[config.mk]
export PLATFORM = sky130hd
export DESIGN_NAME = aalu_core
export DESIGN_NICKNAME = d
export VERILOG_FILES = /design/src/design/aalu_pkg.sv /design/src/design/aalu_core.sv
export SDC_FILE = /design/constraint.sdc
export NUM_CORES = 1
export LEC_CHECK = 0
export BUFFER_PORTS_ARGS = -buffer_cell sky130_fd_sc_hd__buf_2
export CAP_MARGIN = 20
export CORE_UTILIZATION = 53
export CTS_BUF_LIST = sky130_fd_sc_hd__clkbuf_16
export CTS_CLUSTER_SIZE = 8
export DETAILED_ROUTE_END_ITERATION = 8
export GPL_TIMING_DRIVEN = 0
export PLACE_DENSITY = 0.83
export SYNTH_ARGS = -nofsm -noshare
export SYNTH_HDL_FRONTEND = slang
export SYNTH_SLANG_ARGS = --single-unit
[constraint.sdc]
create_clock -name clk_sys_in -period 2.7 [get_ports clk_sys_in]
set_input_delay 0 -clock clk_sys_in [delete_from_list [all_inputs] [get_ports clk_sys_in]]
set_output_delay 0 -clock clk_sys_in [all_outputs]
set_load 0.02 [all_outputs]
[src/design/aalu_pkg.sv]
// Package with the constants, types and adder function of the accumulator datapath.
package aalu_pkg;

	// ------------------------------------------------------------
	// Widths and reset values
	// ------------------------------------------------------------
	localparam int DATA_W = 8;
	localparam logic [7:0] ACC_RESET = 8'h00;
	localparam logic FLAG_RESET = 1'b0;
	localparam logic [7:0] ZERO_BYTE = 8'h00;

	// ------------------------------------------------------------
	// Adder field positions in the packed result of add_byte, and the nibble-top and sign bit positions of a byte
	// ------------------------------------------------------------
	localparam int RES_CARRY_POS = 10;
	localparam int RES_NIBBLE_POS = 9;
	localparam int RES_WRAP_POS = 8;
	localparam int NIBBLE_TOP_BIT = 3;
	localparam int SIGN_BIT = 7;

	// ------------------------------------------------------------
	// Operations and states
	// ------------------------------------------------------------
	typedef enum logic [2:0] {
		OP_ADD_ACC = 3'b000,
		OP_ADC_ACC = 3'b001,
		OP_ADD_IMM = 3'b010,
		OP_ADD_TO_MEM = 3'b011,
		OP_ADC_TO_MEM = 3'b100,
		OP_AND_ACC = 3'b101,
		OP_AND_IMM = 3'b110,
		OP_AND_TO_MEM = 3'b111
	} aalu_op_t;

	typedef enum logic [0:0] {
		ST_READY = 1'b0,
		ST_SECOND = 1'b1
	} aalu_state_t;

	// Eight-bit add with carry in; returns {carry, nibble carry, signed wrap, sum}.
	function automatic logic [10:0] add_byte(input logic [7:0] a, input logic [7:0] b,
		input logic cin);
		logic [4:0] low;
		logic [8:0] full;
		logic wrap;
		low = {1'b0, a[NIBBLE_TOP_BIT:0]} + {1'b0, b[NIBBLE_TOP_BIT:0]} + {4'h0, cin};
		full = {1'b0, a} + {1'b0, b} + {8'h00, cin};
		wrap = (a[SIGN_BIT] == b[SIGN_BIT]) && (full[SIGN_BIT] != a[SIGN_BIT]);
		return {full[8], low[4], wrap, full[7:0]};
	endfunction

endpackage

[src/design/aalu_core.sv]
// Accumulator add, add-with-carry and AND datapath with flag update.
//
// Contract
// RULE1: Writes to program counter low take two cycles.
// RULE2: Add with carry into accumulator, five flags.
// RULE3: Add with carry into memory, accumulator kept.
// RULE4: Add memory byte to accumulator, five flags.
// RULE5: Add immediate to accumulator, five flags.
// RULE6: Add into memory, accumulator kept, five flags.
// RULE7: AND memory into accumulator, zero flag only.
// RULE8: AND immediate into accumulator, zero flag only.
// RULE9: AND into memory, accumulator kept.
// RULE10: Zero flag follows whether result is zero.
// RULE11: Carries from bits 3, 7; signed wrap.
`timescale 1ns/1ps

module aalu_core
(
	// Clock and reset
	input wire logic clk_sys_in,
	input wire logic rst_n_in,
	// Operation request
	input wire logic op_valid_in,
	input wire logic [2:0] op_code_in,
	input wire logic [7:0] mem_data_in,
	input wire logic [7:0] imm_data_in,
	input wire logic dest_is_program_counter_low_byte_in,
	output logic ready_out,
	output logic done_out,
	// Memory write-back
	output logic mem_wr_en_out,
	output logic [7:0] mem_wr_data_out,
	// Accumulator and flags
	output logic [7:0] acc_out,
	output logic zero_flag_out,
	output logic carry_flag_out,
	output logic nibble_carry_flag_out,
	output logic signed_wrap_flag_out,
	output logic aux_signed_flag_out
);

	// ------------------------------------------------------------
	// Operand selection and arithmetic
	// ------------------------------------------------------------
	aalu_pkg::aalu_op_t op;
	aalu_pkg::aalu_state_t state;
	aalu_pkg::aalu_state_t next_state;
	logic accept;
	logic to_mem;
	logic is_and;
	logic use_carry;
	logic [7:0] operand;
	logic [10:0] add_res;
	logic [7:0] result;
	logic [7:0] pend_data;
	logic [7:0] next_pend_data;
	logic next_ready;
	logic next_done;
	logic next_wr_en;
	logic [7:0] next_wr_data;
	logic [7:0] next_acc;
	logic next_zero;
	logic next_carry;
	logic next_nibble;
	logic next_wrap;
	logic next_aux;

	// Decode the operation into its operand source, destination and kind.
	always_comb
	begin
		op = aalu_pkg::aalu_op_t'(op_code_in);
		accept = op_valid_in && ready_out;
		to_mem = (op == aalu_pkg::OP_ADD_TO_MEM) || (op == aalu_pkg::OP_ADC_TO_MEM) ||
			(op == aalu_pkg::OP_AND_TO_MEM);
		is_and = (op == aalu_pkg::OP_AND_ACC) || (op == aalu_pkg::OP_AND_IMM) ||
			(op == aalu_pkg::OP_AND_TO_MEM);
		use_carry = (op == aalu_pkg::OP_ADC_ACC) || (op == aalu_pkg::OP_ADC_TO_MEM); // RULE2 RULE3
		operand = ((op == aalu_pkg::OP_ADD_IMM) || (op == aalu_pkg::OP_AND_IMM)) ?
			imm_data_in : mem_data_in; // RULE5 RULE8
		add_res = aalu_pkg::add_byte(acc_out, operand, use_carry && carry_flag_out); // RULE4
		result = is_and ? (acc_out & operand) : add_res[7:0]; // RULE7 RULE9
	end

	// ------------------------------------------------------------
	// Next-state logic
	// ------------------------------------------------------------
	// Flags and accumulator settle on the accepting edge; a memory write aimed at the
	// program counter low byte is held one extra cycle so the fetch side sees two cycles.
	always_comb
	begin
		next_state = state;
		next_ready = ready_out;
		next_done = 1'b0;
		next_wr_en = 1'b0;
		next_wr_data = mem_wr_data_out;
		next_pend_data = pend_data;
		next_acc = acc_out;
		next_zero = zero_flag_out;
		next_carry = carry_flag_out;
		next_nibble = nibble_carry_flag_out;
		next_wrap = signed_wrap_flag_out;
		next_aux = aux_signed_flag_out;
		case (state)
			aalu_pkg::ST_READY:
			begin
				if (accept)
				begin
					next_zero = (result == aalu_pkg::ZERO_BYTE); // RULE10
					if (!is_and)
					begin
						next_carry = add_res[aalu_pkg::RES_CARRY_POS]; // RULE11
						next_nibble = add_res[aalu_pkg::RES_NIBBLE_POS]; // RULE11
						next_wrap = add_res[aalu_pkg::RES_WRAP_POS]; // RULE11
						next_aux = add_res[aalu_pkg::RES_WRAP_POS] ^ result[aalu_pkg::SIGN_BIT];
					end
					if (!to_mem)
					begin
						next_acc = result; // RULE2 RULE4 RULE5 RULE7 RULE8
						next_done = 1'b1;
					end
					else if (dest_is_program_counter_low_byte_in)
					begin
						next_pend_data = result; // RULE1
						next_ready = 1'b0;
						next_state = aalu_pkg::ST_SECOND;
					end
					else
					begin
						next_wr_en = 1'b1; // RULE3 RULE6 RULE9
						next_wr_data = result;
						next_done = 1'b1;
					end
				end
			end
			aalu_pkg::ST_SECOND:
			begin
				next_wr_en = 1'b1; // RULE1
				next_wr_data = pend_data;
				next_done = 1'b1;
				next_ready = 1'b1;
				next_state = aalu_pkg::ST_READY;
			end
			default:
			begin
				next_state = aalu_pkg::ST_READY;
				next_ready = 1'b1;
			end
		endcase
	end

	// ------------------------------------------------------------
	// Registers
	// ------------------------------------------------------------
	// All outputs come straight from these flops.
	always_ff @(posedge clk_sys_in or negedge rst_n_in)
	begin
		if (!rst_n_in)
		begin
			state <= aalu_pkg::ST_READY;
			ready_out <= 1'b1;
			done_out <= 1'b0;
			mem_wr_en_out <= 1'b0;
			mem_wr_data_out <= aalu_pkg::ZERO_BYTE;
			pend_data <= aalu_pkg::ZERO_BYTE;
			acc_out <= aalu_pkg::ACC_RESET;
			zero_flag_out <= aalu_pkg::FLAG_RESET;
			carry_flag_out <= aalu_pkg::FLAG_RESET;
			nibble_carry_flag_out <= aalu_pkg::FLAG_RESET;
			signed_wrap_flag_out <= aalu_pkg::FLAG_RESET;
			aux_signed_flag_out <= aalu_pkg::FLAG_RESET;
		end
		else
		begin
			state <= next_state;
			ready_out <= next_ready;
			done_out <= next_done;
			mem_wr_en_out <= next_wr_en;
			mem_wr_data_out <= next_wr_data;
			pend_data <= next_pend_data;
			acc_out <= next_acc;
			zero_flag_out <= next_zero;
			carry_flag_out <= next_carry;
			nibble_carry_flag_out <= next_nibble;
			signed_wrap_flag_out <= next_wrap;
			aux_signed_flag_out <= next_aux;
		end
	end

	// Helper terms give the expected sums of this cycle's operands; the properties read them back with $past.
	logic [8:0] exp_sum_c;
	logic [8:0] exp_sum;
	always_comb
	begin
		exp_sum_c = {1'b0, acc_out} + {1'b0, mem_data_in} + {8'h00, carry_flag_out};
		exp_sum = {1'b0, acc_out} + {1'b0, operand};
	end
endmodule

Word level (Yosys, flattened, before mapping) --
Index checks and enable logic that the tools add are counted.
Storage, ports and cells: word-level logic and storage cells 71, bits in registers 33, output and inout port bits 24
Operators by class: $add $sub $neg 4, equality and inequality tests 13, muxes and demuxes 21, bitwise gates (word level) 5, reduce and logical (&&, ||, !) cells 16
Operator list (count):
- 2-to-1 mux 8 bit | 5
- case mux 8 bit (2 select lines) | 1
- equality test 3 bit, second input constant | 4
- AND reduction 3 bit | 4
- 2-to-1 mux 1 bit | 11
- adder 8 x 8 -> 9 bit | 1
- adder 9 x 1 -> 9 bit | 1
- AND 8 bit | 1
- zero test 8 bit | 1
- inequality test 2 bit, second input constant | 4
- case mux 1 bit (2 select lines) | 4
- equality test 3 x 2 -> 1 bit, second input constant | 2
- logical OR 1 bit | 6
- adder 4 x 4 -> 5 bit | 1
- adder 5 x 1 -> 5 bit | 1
- AND reduction 4 bit | 1
- equality test 3 x 1 -> 1 bit, second input constant | 1
- logical AND 1 bit | 3
- NOT 1 bit | 3
- AND reduction 2 bit | 1
- equality test 1 bit | 1
- inequality test 1 bit | 1
- XOR 1 bit | 1

Logic depth before layout (Yosys ltp) --
depth in word-level cells 10, mapped depth 13, mapped depth without buffers 12

Least setup slack after synthesis --
OpenSTA, ideal clock, no wires.
kind in2reg, from in op_code_in[1], to reg zero_flag_out, stages 13, slack 0.094 ns, buffers on the path 1, setup time 0.104 ns, data arrival time 2.503 ns, data required time 2.596 ns, cell sequence nor2b_1 > clkbuf_1 > mux2_2 > inv_1 > fa_1 > inv_1 > fa_1 > a211oi_2 > nor2_1 > nor2_1 > a2bb2oi_1 > nand3_1 > o41ai_2
Between the ends: word-level cells in the longest chain between the ends 7, elaborated cells on any way between the ends 17, those cells by class add/sub: 2; eq/ne: 6; mux: 2; bitwise: 1; reduce/logical: 6
RTL lines:
- start: declaration | RTL line aalu_core.sv:24 | input wire logic [2:0] op_code_in,
- equality test 3 x 2 -> 1 bit or equality test 3 bit (tied branches) | RTL line aalu_core.sv:78, aalu_core.sv:75
- logical OR 1 bit | RTL line aalu_core.sv:78 | operand = ((op == aalu_pkg::OP_ADD_IMM) || (op == aalu_pkg::OP_AND_IMM)) ?
- 2-to-1 mux 8 bit | RTL line aalu_core.sv:78
- adder 8 x 8 -> 9 bit
- adder 9 x 1 -> 9 bit | RTL line aalu_pkg.sv:47 | full = {1'b0, a} + {1'b0, b} + {8'h00, cin};
- 2-to-1 mux 8 bit * | RTL line aalu_core.sv:81 | result = is_and ? (acc_out & operand) : add_res[7:0];
- zero test 8 bit * | RTL line aalu_core.sv:108 | next_zero = (result == aalu_pkg::ZERO_BYTE);
- end signal: assignment | RTL line aalu_core.sv:166 | zero_flag_out <= aalu_pkg::FLAG_RESET;
- end signal: assignment | RTL line aalu_core.sv:181 | zero_flag_out <= next_zero;
- end: declaration | RTL line aalu_core.sv:35 | output logic zero_flag_out,
Mark *: on every way between the ends. The rest lies on a longest branch, timed or not. A chain may end at the register's enable or synchronous reset.

Worst setup path in the final report --
from reg carry_flag_out, to reg zero_flag_out
Between the ends: word-level cells in the longest chain between the ends 4
RTL lines:
- start: declaration | RTL line aalu_core.sv:36 | output logic carry_flag_out,
- start signal: assignment | RTL line aalu_core.sv:167 | carry_flag_out <= aalu_pkg::FLAG_RESET;
- start signal: assignment | RTL line aalu_core.sv:182 | carry_flag_out <= next_carry;
- logical AND 1 bit | RTL line aalu_core.sv:80 | add_res = aalu_pkg::add_byte(acc_out, operand, use_carry && carry_flag_out);
- adder 9 x 1 -> 9 bit | RTL line aalu_pkg.sv:47
- 2-to-1 mux 8 bit | RTL line aalu_core.sv:81
- zero test 8 bit | RTL line aalu_core.sv:108
No other way between the ends.

==> summary.txt <==
Final instance area = 2500 um2
Worst slack, placed = -505 ps
R2r endpoint = zero_flag_out
Psw = 1.18 mW
DRC viols = 0
Antenna Nets Post-Route = 0
Fin crit period = 2440 ps
Cell Area, Synth = 1980 um2
Row count = 21
Detail Placement HPWL = 3.29 mm
Clock buffer depth = 2
Avg Cell Area, Syn = 9.49 um2
Relative slew slack = 0.533
IO Count = 47
Routed vias = 1775
Sw frac = 0.410
Seq cells post-synth = 33
WL/cell = 14.2 um
Final hold violations = 0
I/O Buffers = 46
Largest net degree at the start of global routing = 34
Fmax = 0.410 GHz
Setup Viol. Count Final = 0
Top cells by area, synth = dfrtp_1, mux2_2, nand2_1, o21ai_1, ha_1
Clk sinks = 33
Die Height = 63.2 um
Gr ovfl total = 0
Leading register cell type out of synthesis = dfrtp_1
Clk slew on worst S/H paths = 50 ps
Combinational Power Share = 0.483
Worst-Skew Late Latency = 280 ps
Final hold slack = 98.2 ps
Critical Path Fanout Max = 5
Synthesized Nets = 242
Layout cells sized above 1 = 0.313
Slew Viols, Final = 0
Finished Core Util = 0.720
Core ar. = 3470 um2
Drt first pass iters = 4
TritonCTS clock tree = built
Clock power frac = 0.217
Final WS setup = 263 ps
Async SR Flop Fraction = 1.00
Netlist cell types = 47
Leak = 1.21 nW
Worst setup path startpoint = carry_flag_out
Nets = 300
GPL Wtd Cong = 0.823
Critical Path Sink = zero_flag_out
Tcrit/Tclk final = 0.903
Initial antenna violation count = 0
FF-to-FF Start = carry_flag_out
CTS Buf Count = 5
Critical Path AT = 2610 ps
Number of global-route vias before repair = 1637
Int Pwr = 1.69 mW
Worst vdd ir = 0.726 mV
Worst EP required = 2870 ps
WL final = 4.45 mm
Worst-Margin Slew = 701 ps
Reg2reg path depth = 10
Flop2flop setup slack = 260 ps
Fin Setup TNS = 0 ps
Clk root buf = clkbuf_16
Vias per inst = 5.65
Critical path capture point type = register
Power Dens Cells = 1150 nW/um2
Max cap viols = 0
Die Wd = 63.2 um
Die ar. = 3990 um2
Hold Path Class = input port to register
Starting Density = 0.572
First-pass GRT wire length = 7.57 mm
Diodes inserted = 0
Final Power = 2.87 mW
Layout area overhead = 25.9%
Unrepaired setup endpoints after global routing = false
Max Clock Skew = 4.06 ps
Placed cells = 301
Number of synthesized flops with an enable pin = 0
Reg power frac = 0.300
Sequential share of the synthesized area = 0.417
Area after DPL = 2270 um2
Status = finished clean
Cell count after synthesis = 209
Yosys Warn Count = 0
CP Launch Type = register
Post-synth top area share = 0.404
GRT Util Overall = 0.251
Worst Setup Path Type = register to register
Final std cells w/o fill = 314
DR iter-0 viols = 87
H-Tree Depth = 2
Cell taking the most area after synthesis = dfrtp_1
[worst max-delay path, cell delays in order (launching register included)]
cell and delay (ps):
dfrtp_1 420, nand3b_1 120, fa_1 190, inv_1 60
fa_2 380, a211oi_4 340, nor2_1 130, nor2_1 130
a2bb2oi_2 240, nand3_1 120, o41ai_2 210
[metal layers]
metal / vias up / track usage / part of all wire
met3: 10 / 0.0725 / 0.052
met5: - / 0 / 0
met4: 0 / 0.0994 / 0.017
met2: 49 / 0.376 / 0.46
li1: 866 / - / -
met1: 850 / 0.342 / 0.47
[synth_stat cells, types with 2 or more instances]
master	count
nand2_1	31
o31ai_1	3
a211oi_1	4
dfrtp_1	32
o31a_1	2
clkbuf_1	4
a21oi_1	6
fa_1	2
nor3b_1	2
xnor2_1	2
nor2_1	13
nor4_1	2
buf_2	3
ha_1	8
a21o_1	3
o21ai_1	21
inv_1	7
nor2b_1	3
o21bai_1	2
or3_1	2
nand3_1	2
mux2i_1	5
o21ai_0	8
nand2b_1	2
mux2_2	13
nor3_1	2
o211ai_1	2
o21a_1	4
[worst min path at each step]
stage / start / endpoint / slack [ps] / cells past startpoint
floorplan: rst_n_in / acc_out[0] / -300 / 0
global placement: rst_n_in / acc_out[0] / 90 / 1
detailed placement: rst_n_in / acc_out[1] / 90 / 1
CTS: dest_is_program_counter_low_byte_in / done_out / 100 / 3
global route: dest_is_program_counter_low_byte_in / done_out / 120 / 3
finish: dest_is_program_counter_low_byte_in / done_out / 100 / 3
[placed cells by master, fill, tap and decap left out, types with 3 or more instances in the layout]
| cell type | Yosys | layout |
|---|---|---|
| o21ai_1 | 21 | 21 |
| buf_2 | 3 | 49 |
| o21a_1 | 4 | 4 |
| mux2_2 | 13 | 13 |
| clkbuf_1 | 4 | 3 |
| clkbuf_16 | 0 | 5 |
| mux2i_1 | 5 | 5 |
| nor2_1 | 13 | 13 |
| ha_1 | 8 | 8 |
| a21oi_1 | 6 | 6 |
| inv_1 | 7 | 8 |
| dfrtp_1 | 32 | 32 |
| o21ai_0 | 8 | 8 |
| o31ai_1 | 3 | 3 |
| nor2b_1 | 3 | 3 |
| nand2_1 | 31 | 31 |
| a211oi_1 | 4 | 4 |
| buf_4 | 1 | 5 |
| a21o_1 | 3 | 3 |
[layout make-up]
class / count / area, um2
Multi-Input combinational cell: 160 / 1100
Fill cell: 275 / 972
Sequential cell: 33 / 827
Timing Repair Buffer: 51 / 273
Clock buffer: 5 / 125
Tap cell: 46 / 57.6
Buffer: 9 / 46.3
Clock inverter: 3 / 37.5
Inverter: 7 / 26.3
[kinds of logic (layout without fill, tap and decap cells)]
| logic type | Yosys count | count (layout) | synth area share |
|---|---|---|---|
| compound gates | 64 | 64 | 0.211 |
| mux | 18 | 18 | 0.0991 |
| buf+inv | 16 | 75 | 0.0347 |
| xor+xnor | 3 | 3 | 0.0133 |
| fa+ha+maj | 10 | 10 | 0.0707 |
| flops | 33 | 33 | 0.417 |
| simple gates | 65 | 65 | 0.154 |
[power groups by stage]
stage / combinational, mW / clock (mW) / sequential (mW)
after floorplan: 0.793 / 0 / 1.03
after detailed placement: 1.34 / 0 / 0.866
after CTS: 1.37 / 0.634 / 0.860
final: 1.39 / 0.623 / 0.861
after global routing: 1.52 / 0.663 / 0.888
after global placement: 1.32 / 0 / 0.862
[timing repair]
action / in CTS / in global routing
endpoints found under the setup margin: 3 / 3
pin swaps: 0 / 1
gates resized for setup: 2 / 5
endpoints found under the hold margin: 33 / 0
hold buffers: 2 / 0
setup buffers: 0 / 3
[registers in the layout (all words and copies together), names as in the netlist]
name                   flops
done_out                   1
mem_wr_en_out              1
aux_signed_flag_out        1
signed_wrap_flag_out       1
zero_flag_out              1
pend_data                  8
nibble_carry_flag_out      1
state                      1
acc_out                    8
mem_wr_data_out            8
carry_flag_out             1
ready_out                  1
Power figures use the tool's default switching activity.
